===== src/logic/plsdr_pkg.sv =====
`default_nettype none
package plsdr_pkg;

    // ----------------------------------------------------------------
    // Register map (byte offsets inside the 4 KB memory window)
    // ----------------------------------------------------------------
    localparam logic [11:0] STATUS_OFS    = 12'h0C8;
    localparam logic [11:0] DATA_OFS      = 12'h0CA;
    localparam logic [11:0] COUNT_OFS     = 12'h0CC;
    localparam logic [11:0] REG_SPAN      = 12'h100;

    // ----------------------------------------------------------------
    // Status word field positions
    // ----------------------------------------------------------------
    localparam int IRQ_POS       = 15;
    localparam int CNT_IRQ_POS   = 14;
    localparam int ATTENTION_INPUT_IRQ_POS  = 13;
    localparam int DMA_IRQ_POS   = 12;
    localparam int ATTENTION_INPUT_POS      = 11;
    localparam int STAT_LO_POS   = 8;
    localparam int INIT_POS      = 7;
    localparam int FUNC_LO_POS   = 4;
    localparam int RSVD_LO_POS   = 2;
    localparam int LEGACY_BLOCK_MODE_BIT_POS      = 1;
    localparam int ACTIVE_POS    = 0;

    // ----------------------------------------------------------------
    // Reset values and sizes
    // ----------------------------------------------------------------
    localparam logic [15:0] DATA_RST      = 16'h0000;
    localparam logic [31:0] COUNT_RST     = 32'h0000_0000;
    localparam int          WORD_BYTES    = 2;
    localparam int          BURST_MAX     = 64;
    localparam int          FIFO_BYTES    = 128;
    localparam int          HOST_MAX_MHZ  = 33;

    // ----------------------------------------------------------------
    // Timing
    // ----------------------------------------------------------------
    localparam int CLK_PERIOD_NS = 8;
    localparam int SKEW_STEP_NS  = 40;
    localparam int SKEW_STEP_CYC = (SKEW_STEP_NS + CLK_PERIOD_NS - 1) / CLK_PERIOD_NS;

    // ----------------------------------------------------------------
    // Types
    // ----------------------------------------------------------------
    typedef struct packed {
        logic init_bit;
        logic function_out_3;
        logic function_out_2;
        logic function_out_1;
        logic legacy_block_mode_bit;
        logic keep_transfer_on_attention;
        logic dma_to_mem;
    } plsdr_ctrl_type;

    // A set bit means the control line is asserted low
    typedef struct packed {
        logic cyc_req_low;
        logic busy_low;
        logic ready_low;
        logic attention_low;
    } plsdr_pol_type;

    localparam plsdr_pol_type POL_RST = 4'h0;

    typedef enum logic [1:0] {
        L_IDLE = 2'b00,
        L_WAIT = 2'b01,
        L_BUSY = 2'b11,
        L_END  = 2'b10
    } plsdr_state_type;

    // Largest even burst allowed by what remains and what the FIFO holds (to memory) or has free (from memory)
    function automatic logic [6:0] plsdr_burst(input logic [31:0] rem,
                                               input logic [31:0] avail);
        logic [31:0] m;
        m = (rem < avail) ? rem : avail;
        m = (m > 32'(BURST_MAX)) ? 32'(BURST_MAX) : m;
        return {m[6:1], 1'b0};
    endfunction

endpackage
`default_nettype wire


===== src/logic/plsdr_top.sv =====
`timescale 1ns/10ps
`default_nettype none
// How it works
// - D15 mirrors the host interrupt output
// - D14 shows count interrupt flag
// - D13 shows attention interrupt flag
// - D12 shows end-of-DMA interrupt flag
// - D11 shows live attention input level
// - D10..D8 show status inputs C, B, A
// - D7 reads back command initialize bit
// - D6..D4 read back function outputs 3..1
// - D3 and D2 always read zero
// - D1 reads back inert block-mode bit
// - D0 set while DMA holds ready off
// - DMA or idle software write drives data
// - Count in bytes, bit zero always zero
// - Host bursts even, at most 64 bytes
// - Separate 128-byte FIFOs per direction
// - Two-wire word handshake, programmable skew
// - Programmed and DMA transfers, selectable direction
// - Data true, control polarity programmable
// - Host side 32-bit target, 33 MHz
// - 4 KB window, 256 bytes of registers
// - Attention aborts DMA unless keep bit set
module plsdr_top
    import plsdr_pkg::*;
(
    // Clock, reset, enable
    input  wire logic             SYS_CLK,
    input  wire logic             SYS_RST,
    input  wire logic             SYS_CE,
    // Register port
    input  wire logic [11:0]      REG_ADDR,
    input  wire logic             REG_RD,
    input  wire logic             REG_WR,
    input  wire logic [31:0]      REG_WDATA,
    output logic [31:0]           REG_RDATA,
    output logic                  REG_ACK,
    // Command and configuration bits, interrupt control
    input  wire plsdr_ctrl_type   CMD,
    input  wire plsdr_pol_type    CFG_POL,
    input  wire logic [1:0]       CFG_SKEW,
    input  wire logic             DMA_START,
    input  wire logic [31:0]      DMA_BYTES,
    input  wire logic [2:0]       IRQ_CLEAR,
    output logic                  HOST_IRQ,
    // Host bus master data path
    output logic                  MST_REQ,
    output logic                  MST_TO_MEM,
    output logic [6:0]            MST_BYTES,
    input  wire logic             MST_GNT,
    input  wire logic             MST_RVALID,
    input  wire logic [15:0]      MST_RDATA,
    output logic                  MST_RREADY,
    output logic                  MST_WVALID,
    output logic [15:0]           MST_WDATA,
    input  wire logic             MST_WREADY,
    // Parallel link
    input  wire logic [15:0]      LINK_DIN,
    output logic [15:0]           LINK_DOUT,
    input  wire logic             LINK_CYC_REQ,
    output logic                  LINK_BUSY,
    output logic                  LINK_READY,
    input  wire logic             LINK_ATTENTION_INPUT,
    input  wire logic [2:0]       LINK_STATUS
);
    localparam int FDEPTH = FIFO_BYTES / WORD_BYTES;
    localparam int LW     = $clog2(FDEPTH) + 1;

    plsdr_state_type st_q;
    logic [31:0] link_cnt_q;
    logic [31:0] host_rem_q;
    logic [5:0]  beats_q;
    logic [4:0]  skew_q;
    logic [15:0] data_q;
    logic        loaded_q;
    logic        to_mem_q;
    logic        cyc_prev_q;
    logic        attention_input_prev_q;
    logic        cnt_flag_q;
    logic        attention_input_flag_q;
    logic        dma_flag_q;
    logic        active;
    logic        cyc_lvl;
    logic        cyc_edge;
    logic        attention_input_lvl;
    logic        attention_input_rise;
    logic        abort;
    logic        start;
    logic        pop_out;
    logic        word_done;
    logic        cnt_hit;
    logic        dma_end;
    logic        sw_data_wr;
    logic [15:0] status_w;
    logic [6:0]  burst_w;
    logic        burst_ok;
    logic        in_wr_ready;
    logic        in_rd_valid;
    logic [15:0] in_rd_data;
    logic        out_wr_ready;
    logic        out_rd_valid;
    logic [15:0] out_rd_data;
    logic [LW-1:0] in_lvl;
    logic [LW-1:0] out_lvl;

    // ----------------------------------------------------------------
    // Link handshake decode
    // ----------------------------------------------------------------
    assign active    = (st_q != L_IDLE);
    assign cyc_lvl   = LINK_CYC_REQ ^ CFG_POL.cyc_req_low;
    assign attention_input_lvl  = LINK_ATTENTION_INPUT ^ CFG_POL.attention_low;
    assign cyc_edge  = cyc_lvl && !cyc_prev_q;
    assign attention_input_rise = attention_input_lvl && !attention_input_prev_q;
    assign abort     = attention_input_rise && active && !CMD.keep_transfer_on_attention;
    assign start     = (st_q == L_IDLE) && DMA_START;
    assign cnt_hit   = (st_q == L_WAIT) && (link_cnt_q == '0) && !abort;
    assign pop_out   = (st_q == L_WAIT) && !to_mem_q && !loaded_q && out_rd_valid
                       && (link_cnt_q != '0) && !abort;
    assign word_done = (st_q == L_BUSY) && (skew_q == '0) && (!to_mem_q || in_wr_ready)
                       && !abort;
    assign dma_end   = (st_q == L_END) && !abort
                       && (!to_mem_q || ((host_rem_q == '0) && (beats_q == '0)));
    assign sw_data_wr = REG_WR && (REG_ADDR == DATA_OFS) && !active;

    // Outputs follow the programmed polarity; data stays true
    assign LINK_BUSY  = (st_q == L_BUSY) ^ CFG_POL.busy_low;
    assign LINK_READY = !active ^ CFG_POL.ready_low;
    assign LINK_DOUT  = data_q;

    always_ff @(posedge SYS_CLK) begin
        if (SYS_RST) begin
            cyc_prev_q  <= 1'b0;
            attention_input_prev_q <= 1'b0;
        end else if (SYS_CE) begin
            cyc_prev_q  <= cyc_lvl;
            attention_input_prev_q <= attention_input_lvl;
        end
    end

    // ----------------------------------------------------------------
    // Link word sequencer
    // ----------------------------------------------------------------
    // Each word: request edge, busy held for the skew time, then release
    always_ff @(posedge SYS_CLK) begin
        if (SYS_RST) begin
            st_q       <= L_IDLE;
            link_cnt_q <= COUNT_RST;
            skew_q     <= '0;
            loaded_q   <= 1'b0;
            to_mem_q   <= 1'b0;
        end else if (SYS_CE) begin
            if (abort) begin
                st_q     <= L_IDLE;
                loaded_q <= 1'b0;
            end else begin
                unique case (st_q)
                    L_IDLE: begin
                        if (start) begin
                            st_q       <= L_WAIT;
                            link_cnt_q <= {DMA_BYTES[31:1], 1'b0};
                            to_mem_q   <= CMD.dma_to_mem;
                            loaded_q   <= 1'b0;
                        end
                    end
                    L_WAIT: begin
                        if (link_cnt_q == '0) begin
                            st_q <= L_END;
                        end else if (pop_out) begin
                            loaded_q <= 1'b1;
                        end else if (cyc_edge && (to_mem_q || loaded_q)) begin
                            st_q   <= L_BUSY;
                            skew_q <= 5'((32'(CFG_SKEW) + 1) * SKEW_STEP_CYC - 1);
                        end
                    end
                    L_BUSY: begin
                        if (skew_q != '0) begin
                            skew_q <= skew_q - 1'b1;
                        end else if (word_done) begin
                            st_q       <= L_WAIT;
                            loaded_q   <= 1'b0;
                            link_cnt_q <= link_cnt_q - 32'(WORD_BYTES);
                        end
                    end
                    L_END: begin
                        if (dma_end) begin
                            st_q <= L_IDLE;
                        end
                    end
                endcase
            end
        end
    end

    // Data word: DMA owns it while active, software only when idle
    always_ff @(posedge SYS_CLK) begin
        if (SYS_RST) begin
            data_q <= DATA_RST;
        end else if (SYS_CE) begin
            if (pop_out) begin
                data_q <= out_rd_data;
            end else if (word_done && to_mem_q) begin
                data_q <= LINK_DIN;
            end else if (sw_data_wr) begin
                data_q <= REG_WDATA[15:0];
            end
        end
    end

    // ----------------------------------------------------------------
    // Direction buffers
    // ----------------------------------------------------------------
    plsdr_fifo #(.WIDTH(16), .DEPTH(FDEPTH)) u_in_fifo (
        .clk      (SYS_CLK),
        .rst      (SYS_RST),
        .ce       (SYS_CE),
        .flush    (abort || start),
        .wr_valid (word_done && to_mem_q),
        .wr_ready (in_wr_ready),
        .wr_data  (LINK_DIN),
        .rd_valid (in_rd_valid),
        .rd_ready (MST_WREADY && MST_WVALID),
        .rd_data  (in_rd_data),
        .level    (in_lvl)
    );

    plsdr_fifo #(.WIDTH(16), .DEPTH(FDEPTH)) u_out_fifo (
        .clk      (SYS_CLK),
        .rst      (SYS_RST),
        .ce       (SYS_CE),
        .flush    (abort || start),
        .wr_valid (MST_RVALID && MST_RREADY),
        .wr_ready (out_wr_ready),
        .wr_data  (MST_RDATA),
        .rd_valid (out_rd_valid),
        .rd_ready (pop_out),
        .rd_data  (out_rd_data),
        .level    (out_lvl)
    );

    // ----------------------------------------------------------------
    // Host bus master bursts
    // ----------------------------------------------------------------
    // One burst outstanding at a time keeps FIFO space accounting exact
    assign burst_w = to_mem_q
        ? plsdr_burst(host_rem_q, 32'(in_lvl) * WORD_BYTES)
        : plsdr_burst(host_rem_q, (32'(FDEPTH) - 32'(out_lvl)) * WORD_BYTES);
    assign burst_ok = active && !MST_REQ && (beats_q == '0) && (burst_w != '0)
        && ((burst_w == 7'(BURST_MAX)) || (32'(burst_w) == host_rem_q));
    assign MST_TO_MEM = to_mem_q;
    assign MST_WVALID = active && to_mem_q && (beats_q != '0) && in_rd_valid;
    assign MST_WDATA  = in_rd_data;
    assign MST_RREADY = active && !to_mem_q && (beats_q != '0) && out_wr_ready;

    always_ff @(posedge SYS_CLK) begin
        if (SYS_RST) begin
            MST_REQ    <= 1'b0;
            MST_BYTES  <= '0;
            host_rem_q <= COUNT_RST;
            beats_q    <= '0;
        end else if (SYS_CE) begin
            if (abort) begin
                MST_REQ    <= 1'b0;
                host_rem_q <= COUNT_RST;
                beats_q    <= '0;
            end else if (start) begin
                host_rem_q <= {DMA_BYTES[31:1], 1'b0};
            end else if (MST_REQ) begin
                if (MST_GNT) begin
                    MST_REQ    <= 1'b0;
                    beats_q    <= MST_BYTES[6:1];
                    host_rem_q <= host_rem_q - 32'(MST_BYTES);
                end
            end else if (burst_ok) begin
                MST_REQ   <= 1'b1;
                MST_BYTES <= burst_w;
            end else if ((MST_WVALID && MST_WREADY) || (MST_RVALID && MST_RREADY)) begin
                beats_q <= beats_q - 1'b1;
            end
        end
    end

    // ----------------------------------------------------------------
    // Interrupt flags; a set in the clear cycle wins
    // ----------------------------------------------------------------
    always_ff @(posedge SYS_CLK) begin
        if (SYS_RST) begin
            cnt_flag_q  <= 1'b0;
            attention_input_flag_q <= 1'b0;
            dma_flag_q  <= 1'b0;
        end else if (SYS_CE) begin
            cnt_flag_q  <= cnt_hit || (cnt_flag_q && !IRQ_CLEAR[0]);
            attention_input_flag_q <= attention_input_rise || (attention_input_flag_q && !IRQ_CLEAR[1]);
            dma_flag_q  <= dma_end || (dma_flag_q && !IRQ_CLEAR[2]);
        end
    end

    assign HOST_IRQ = cnt_flag_q || attention_input_flag_q || dma_flag_q;

    // ----------------------------------------------------------------
    // Register reads; only REG_RDATA and REG_ACK change
    // ----------------------------------------------------------------
    assign status_w = {HOST_IRQ, cnt_flag_q, attention_input_flag_q, dma_flag_q,
                       attention_input_lvl, LINK_STATUS,
                       CMD.init_bit, CMD.function_out_3,
                       CMD.function_out_2, CMD.function_out_1,
                       2'b00, CMD.legacy_block_mode_bit, active};

    always_ff @(posedge SYS_CLK) begin
        if (SYS_RST) begin
            REG_RDATA <= '0;
            REG_ACK   <= 1'b0;
        end else if (SYS_CE) begin
            REG_ACK   <= REG_RD || REG_WR;
            REG_RDATA <= '0;
            if (REG_RD && (REG_ADDR < REG_SPAN)) begin
                unique case (REG_ADDR)
                    STATUS_OFS: REG_RDATA <= {16'h0000, status_w};
                    DATA_OFS:   REG_RDATA <= {16'h0000, data_q};
                    COUNT_OFS:  REG_RDATA <= link_cnt_q;
                    default:    REG_RDATA <= '0;
                endcase
            end
        end
    end
endmodule
`default_nettype wire


===== src/logic/plsdr_fifo.sv =====
`timescale 1ns/10ps
`default_nettype none
module plsdr_fifo
    import plsdr_pkg::*;
#(
    parameter int WIDTH = 16,
    parameter int DEPTH = FIFO_BYTES / WORD_BYTES
) (
    // Clock, reset, enable
    input  wire logic                       clk,
    input  wire logic                       rst,
    input  wire logic                       ce,
    input  wire logic                       flush,
    // Fill side
    input  wire logic                       wr_valid,
    output logic                            wr_ready,
    input  wire logic [WIDTH-1:0]           wr_data,
    // Drain side
    output logic                            rd_valid,
    input  wire logic                       rd_ready,
    output logic [WIDTH-1:0]                rd_data,
    output logic [$clog2(DEPTH):0]          level
);
    localparam int AW = $clog2(DEPTH);

    logic [WIDTH-1:0] mem_q [DEPTH];
    logic [AW-1:0]    wp_q;
    logic [AW-1:0]    rp_q;
    logic [AW:0]      cnt_q;
    logic             push;
    logic             pop;

    assign wr_ready = (cnt_q != (AW+1)'(DEPTH));
    assign rd_valid = (cnt_q != '0);
    assign rd_data  = mem_q[rp_q];
    assign level    = cnt_q;
    assign push     = wr_valid && wr_ready;
    assign pop      = rd_valid && rd_ready;

    always_ff @(posedge clk) begin
        if (ce && push) begin
            mem_q[wp_q] <= wr_data;
        end
    end

    always_ff @(posedge clk) begin
        if (rst) begin
            wp_q  <= '0;
            rp_q  <= '0;
            cnt_q <= '0;
        end else if (ce) begin
            if (flush) begin
                wp_q  <= '0;
                rp_q  <= '0;
                cnt_q <= '0;
            end else begin
                if (push) begin
                    wp_q <= (wp_q == AW'(DEPTH - 1)) ? '0 : wp_q + 1'b1;
                end
                if (pop) begin
                    rp_q <= (rp_q == AW'(DEPTH - 1)) ? '0 : rp_q + 1'b1;
                end
                cnt_q <= cnt_q + (AW+1)'(push) - (AW+1)'(pop);
            end
        end
    end

endmodule
`default_nettype wire


===== config.mk =====
export PLATFORM = sky130hd
export DESIGN_NAME = plsdr_top
export DESIGN_NICKNAME = d
export VERILOG_FILES = /design/src/logic/plsdr_pkg.sv /design/src/logic/plsdr_top.sv /design/src/logic/plsdr_fifo.sv
export SDC_FILE = /design/constraint.sdc
export NUM_CORES = 2
export LEC_CHECK = 0
export BUFFER_PORTS_ARGS = -buffer_cell sky130_fd_sc_hd__buf_4
export CORE_ASPECT_RATIO = 1.2
export CORE_MARGIN = 5
export CORE_UTILIZATION = 35
export CTS_CLUSTER_SIZE = 14
export DETAILED_ROUTE_END_ITERATION = 12
export GPL_ROUTABILITY_DRIVEN = 0
export HOLD_SLACK_MARGIN = 0.05
export RECOVER_POWER = 25
export SLEW_MARGIN = 20
export SYNTH_ARGS = -nofsm -noshare
export SYNTH_HDL_FRONTEND = slang
export SYNTH_SLANG_ARGS = --single-unit

===== constraint.sdc =====
create_clock -name SYS_CLK -period 7.5 [get_ports SYS_CLK]
set_input_delay 0.375 -clock SYS_CLK [delete_from_list [all_inputs] [get_ports SYS_CLK]]
set_output_delay 0.375 -clock SYS_CLK [all_outputs]
set_load 0.01 [all_outputs]

# --- Word level (Yosys, flattened, before mapping) ---
# Memory sizes are Yosys's and may differ from the RTL's. A register that Yosys moved wholly into a read port is not among the register bits.
# Index checks and enable logic that the tools add are counted.
op_classes:
  bitwise: 7
  eq_ne: 32
  mul: 1
  div_mod_pow: 0
  n_addsub: 15
  muxes: 72
  shift: 0
  n_reduce_logical: 104
  n_lt_le_gt_ge: 5
ops:
  columns: ["cell", "n"]
  rows:
  - ["2-to-1 mux 32 bit", 10]
  - ["2-to-1 mux 6 bit", 22]
  - ["one-hot mux 32 bit (3 select lines)", 1]
  - ["> comparator 32 x 7 -> 1 bit (second input constant)", 2]
  - ["zero test 32 bit", 2]
  - ["one-hot mux 32 bit (2 select lines)", 1]
  - ["2-to-1 mux 16 bit", 3]
  - ["logical AND 1 bit", 44]
  - ["equality test 12 x 8 -> 1 bit (second input constant)", 3]
  - ["2-to-1 mux 7 bit", 5]
  - ["equality test 7 x 32 -> 1 bit", 1]
  - ["< comparator 32 bit", 1]
  - ["< comparator 32 x 8 -> 1 bit", 1]
  - ["nonzero test 32 bit", 1]
  - ["subtractor 32 x 2 -> 32 bit (second input constant)", 1]
  - ["subtractor 32 x 7 -> 32 bit", 1]
  - ["adder 6 x 1 -> 6 bit (second input constant)", 4]
  - ["equality test 6 bit (second input constant)", 4]
  - ["AND reduction 7 bit", 3]
  - ["nonzero test 7 bit", 3]
  - ["2-to-1 mux 5 bit", 4]
  - ["inequality test 3 bit (second input constant)", 6]
  - ["2-to-1 mux 2 bit", 8]
  - ["2-to-1 mux 1 bit", 15]
  - ["38 further kinds", 90]
totals:
  in_bits: 138
  ram_bits: 2048
  latch_bits: 0
  romBits: 0
  ff_bits: 179
  n_memories: 2
  output_inout_bits: 79
mem_list:
  columns: ["name", "words", "word_bits", "rd", "rd_clocked_by_memory_dff", "wr", "line", "source"]
  rows:
  - ["u_in_fifo.mem_q", 64, 16, 1, 1, 1, "plsdr_fifo.sv:26", "logic [WIDTH-1:0] mem_q [DEPTH];"]
  - ["u_out_fifo.mem_q", 64, 16, 1, 1, 1, "plsdr_fifo.sv:26", null]

# --- Longest topological paths before layout ---
depth:
  ltp_word: 13
  depth_mapped: 23
  depth_no_buf: 22

# --- By module ---
# Synthesis repeated with hierarchy kept, for this count alone.
hier_totals:
  hier_cells: 5062
  area_unflattened_um2: 90346.6
by_module_without_submodules:
  columns: ["mod", "cells_per_inst", "n_inst", "area_per_inst_um2"]
  rows:
  - ["plsdr_fifo at u_in_fifo", 1877, 1, 40428.8]
  - ["plsdr_fifo at u_out_fifo", 1886, 1, 40372.5]
  - ["plsdr_top", 1299, 1, 9545.4]

# --- Worst setup path after synthesis ---
# No wires, ideal clock.
synth_path:
  path_kind: "flip-flop to flip-flop"
  from: "reg u_out_fifo.cnt_q[1] (netlist: u_out_fifo.level[1])"
  to: "reg MST_BYTES[2]"
  synth_period_minus_slack_ns: 5.451
  setup_ns: 0.091
  stages_incl_launch_ff: 19
  required_ns: 7.409
  slack_ns: 2.049
  arrival_time_ns: 5.360
  n_path_buf: 1
  path_cell_list: "dfxtp_1 -> inv_1 -> ha_1 -> nor2b_1 -> nand2_1 -> o21ai_0 -> ha_1 -> a211oi_1 -> o211ai_1 -> o221ai_1 -> o2111ai_1 -> a211o_1 -> a2111oi_1 -> o21ba_2 -> nand4_1 -> and2_1 -> buf_2 -> a21oi_1 -> a311oi_1"
synth_between:
  elab_chain_len: 10
synth_rtl:
  columns: ["item", "line", "source"]
  rows:
  - ["from (decl)", "plsdr_fifo.sv:29", "logic [AW:0] cnt_q;"]
  - ["from (signal assigned)", "plsdr_fifo.sv:63", "cnt_q <= cnt_q + (AW+1)'(push) - (AW+1)'(pop);"]
  - ["subtractor 7 x 7 -> 8 bit *", "plsdr_top.sv:247", ": plsdr_burst(host_rem_q, (32'(FDEPTH) - 32'(out_lvl)) * WORD_BYTES);"]
  - ["< comparator 32 bit", "plsdr_pkg.sv:78", "m = (rem < avail) ? rem : avail;"]
  - ["2-to-1 mux 32 bit *", "plsdr_pkg.sv:78", null]
  - ["> comparator 32 x 7 -> 1 bit", "plsdr_pkg.sv:79", "m = (m > 32'(BURST_MAX)) ? 32'(BURST_MAX) : m;"]
  - ["2-to-1 mux 7 bit *", "plsdr_pkg.sv:79", null]
  - ["2-to-1 mux 7 bit *", "plsdr_top.sv:246", "? plsdr_burst(host_rem_q, 32'(in_lvl) * WORD_BYTES)"]
  - ["equality test 7 x 32 -> 1 bit (tied with other cells)", "plsdr_top.sv:249", "&& ((burst_w == 7'(BURST_MAX)) || (32'(burst_w) == host_rem_q));"]
  - ["logical OR 1 bit / logical AND 1 bit (equally long branches)", "plsdr_top.sv:249, plsdr_top.sv:248", null]
  - ["logical AND 1 bit", "plsdr_top.sv:249", null]
  - ["AND reduction 5 bit (no source line)", null, null]
  - ["to (signal assigned)", "plsdr_top.sv:276", "MST_BYTES <= burst_w;"]
  - ["to (decl)", "plsdr_top.sv:50", "output logic [6:0] MST_BYTES,"]
# Mark *: on every way between the ends. The rest lies on a longest branch, timed or not.
# A chain may end at the register's enable or synchronous reset.

# --- Worst setup path after layout ---
layout_path:
  from: "reg link_cnt_q[1]"
  to: "reg u_out_fifo.cnt_q[6] (netlist: u_out_fifo.level[6])"
layout_between:
  elab_chain_len: 6
layout_rtl:
  columns: ["item", "line", "source"]
  rows:
  - ["from (decl)", "plsdr_top.sv:71", "logic [31:0] link_cnt_q;"]
  - ["from (signal assigned)", "plsdr_top.sv:161", "link_cnt_q <= {DMA_BYTES[31:1], 1'b0};"]
  - ["from (signal assigned)", "plsdr_top.sv:182", "link_cnt_q <= link_cnt_q - 32'(WORD_BYTES);"]
  - ["nonzero test 32 bit", "plsdr_top.sv:119", "&& (link_cnt_q != '0) && !abort;"]
  - ["logical AND 1 bit (2 in series)", "plsdr_top.sv:119", null]
  - ["logical AND 1 bit", "plsdr_fifo.sv:38", "assign pop = rd_valid && rd_ready;"]
  - ["subtractor 7 x 1 -> 7 bit", "plsdr_fifo.sv:63", null]
  - ["2-to-1 mux 7 bit", "plsdr_fifo.sv:52", "if (flush) begin"]
# No other way between the ends.

==> metrics <==
outcome complete, but fails checks; failing checks max-capacitance violations, max-slew violations; max-cap violation count 22; GRT Total Usage 17.0%; required time of the critical path 8.20 ns; final global-route overflow total 0; Die H 565 um; die extent in x 472 um; Initial Util 35.2%; number of synthesized register bits 2236; Worst Max-Slew Pin Slew 3.48 ns; root buf cell clkbuf_16; syn_area_per_cell 19.4 um2; die footprint 0.267 mm2; clock skew 0.0345 ns; crit-path max FO 35; Final Max Tran Viols 1410; Int Pwr 20.6 mW; # IOs 217; IO Port Bufs 198; Core Rows 203; Sw Share 22.5%; vias in the first global route 47443; number of H-tree levels 4; CTS tree done; post-layout min period 5.25 ns; CP Launch Type flip-flop; cts bufs inserted 223; count of cell types in the netlist 79; largest buffer count on any clock path 3; share of total power in the clock network 40.3%; DRT Wirelength 230000 um; Clock transition at path regs 0.07 ns; CTS Sinks 2236; fin nets 5231; static leakage 31.5 nW; asr flop ratio synth 0%; ys flop type edfxtp_1; setup_tns 0 ns; maximum VDD drop 0.255 mV; routed wire length per instance 26.7 um; total number of vias 46558; Seq pwr share 52.0%; CP arrival 5.95 ns; final hold viol count 0; Skew-Pair Late Insertion Delay 0.85 ns; vias per cell 5.41; yosys warns 0; starting DRC count in detailed routing 4522; Final Cell Area 0.104 mm2; antenna violations before repair 14; HP Class in -> reg; Peak Freq 190 MHz; RSZ-0062 raised after global routing false; Cells after Synth 4621; Post-DP Area 0.0957 mm2; DP Wirelength 139000 um; post-synthesis net count 4835; largest net degree at the start of global routing 129; post-CTS resize count 0; CP Class reg -> reg; commonest non-fill, non-tap cell in the layout edfxtp_1; first-pass GRT wire length 333000 um; Post-Syn Area 0.0897 mm2; Slew HR -132%; setup violation total in the final timing report 0; Pwr per Cell Area 256 mW/mm2; period utilization 70.1%; Logic pwr share 7.7%; Antenna Nets Post-Route 0; crit end category flip-flop; Switch Pwr 5.96 mW; DRT Pass-1 Iters 5; DRC violations left 0; sequential area share after synthesis 72.8%; Area growth syn-to-layout 15.6%; layout cell share with drive strength beyond 1 26.4%; EDFF count, synth 2048; commonest cells after routing, fill and taps aside edfxtp_1 (2048), mux4_2 (672), nor2_1 (311); Core Area 0.255 mm2
cells in the mapped netlist, types with 4 or more instances:
cell       instances  area share (%)
a22oi_1           59            0.49
edfxtp_1        2048              69
o32ai_1            4           0.039
or3b_2             5           0.049
xor2_1            15            0.15
buf_2              5           0.028
o21ai_0          127            0.71
or2_2              6           0.042
and2_1             8           0.056
and3_1             8           0.056
a21boi_0           6           0.050
nand2b_1          12           0.084
mux4_2           672              17
nor2b_1           15            0.10
nand4b_1           4           0.039
inv_1             63            0.26
nor4_1            18            0.13
or3_1             18            0.13
nor2_1           371             1.6
ha_1              73             1.0
xnor2_1           13            0.13
nand3_1           49            0.27
clkbuf_1         179            0.75
buf_1             66            0.28
dfxtp_1          188             4.2
or4_1              9           0.075
a21oi_1          150            0.84
nand3b_1           8           0.067
nor3b_1            4           0.033
a221oi_1           7           0.068
o31ai_1            7           0.059
a21o_1             7           0.059
nand2_1          151            0.63
a32oi_1            4           0.039
o21bai_1           5           0.042
a211oi_1          57            0.48
o22ai_1            7           0.049
buf_6              4           0.050
a311oi_1           7           0.068
nand4_1           15            0.10
a31oi_1           10           0.070
a2111oi_0          4           0.039
mux2i_1           28            0.31
nor3_1            51            0.28
flip-flops by register name, indices dropped and copies added, names as in the netlist, 2 cells and up, named ones only:
register          count
LINK_DOUT            16
u_out_fifo.rp_q       6
link_cnt_q           31
u_in_fifo.wp_q        6
host_rem_q           31
u_out_fifo.mem_q   1024
u_out_fifo.wp_q       6
st_q                  2
u_in_fifo.rp_q        6
skew_q                5
beats_q               6
MST_BYTES             6
u_in_fifo.mem_q    1024
u_in_fifo.level       7
u_out_fifo.level      7
REG_RDATA            32
repair_timing:
| item | 4_1_cts | 5_1_grt |
|---|---|---|
| endpoints found under the hold margin | 448 | 0 |
| hold buffers | 96 | 0 |
| setup buffers | 0 | 0 |
layer usage:
layer	part of all wire [%]	routed length (um)	vias up	GRT usage, %
met5	0	0	-	0
met4	3.8	8810	0	5.99
met3	5.3	12100	431	2.51
met2	50	116000	1621	29.0
met1	40	93000	24656	22.2
li1	-	-	19850	-
worst paths after layout:
path | start | endpoint | slack [ns] | cells past startpoint
worst max-delay path | link_cnt_q[1] | u_out_fifo.level[6] | 2.25 | 23
worst min-delay path | CMD[1] | beats_q[5] | 0.15 | 5
worst max register to register | link_cnt_q[1] | u_out_fifo.level[6] | 2.25 | 23
worst min register to register | cyc_prev_q | cyc_prev_q | 0.49 | 2
power groups by stage:
stage,combinational [mW],sequential (mW),clock (mW)
final,2.05,13.8,10.7
after global routing,2.23,13.8,11.5
after CTS,2.07,13.8,10.9
after detailed placement,2.01,14.0,0
after global placement,1.98,14.0,0
after floorplan,1.33,14.0,0
through the flow:
step	power [mW]	setup slack [ns]	hold WS [ns]	util [%]	instances
after floorplan	15.3	2.05	0.440	-	4621
after global placement	16.0	2.26	0.465	37.5	8078
after detailed placement	16.1	2.09	0.466	37.5	8078
after CTS	26.8	2.07	0.0500	40.7	8586
after global routing	27.5	1.82	0.115	40.6	8593
final	26.5	2.25	0.151	40.6	8598
final cells by class:
type	count	area, um2
inverter	65	246
clock buffer	294	6000
clock inverter	118	990
fill	22569	151000
sequential	2236	65300
tap	3382	4230
antenna	12	30.0
timing repair buffer	427	3440
multi-input combinational	2064	23400
cells by family (layout without fill, tap and decap cells):
family / after synthesis / after routing / share of synthesized area [%]
DFF: 2236 / 2236 / 72.8
adders and majority gates: 76 / 76 / 1.09
and+or+nand+nor: 763 / 763 / 3.84
xor gates and xnor gates: 28 / 28 / 0.273
buffers and inverters: 321 / 904 / 1.39
muxes: 700 / 700 / 17.2
AOI/OAI and AO/OA: 496 / 496 / 3.46
other: 1 / 13 / 0.00418
worst max-delay path: stages (launching register included):
cell	delay, ns
dfxtp_1	0.36
nor4_1	0.59
nand3_1	0.41
nor4_2	0.34
nand2b_1	0.17
or2_4	0.31
nor4_4	0.37
or3_1	0.19
buf_4	0.34
inv_4	0.10
ha_1	0.29
inv_1	0.04
ha_1	0.20
fa_1	0.43
a21oi_1	0.15
nor2_1	0.05
nor2_1	0.15
nor2_1	0.06
nor2_1	0.09
nor2_1	0.05
nor2_1	0.11
xnor2_1	0.08
a22oi_1	0.15
nor2_1	0.05
(Power assumes the default switching activity.)
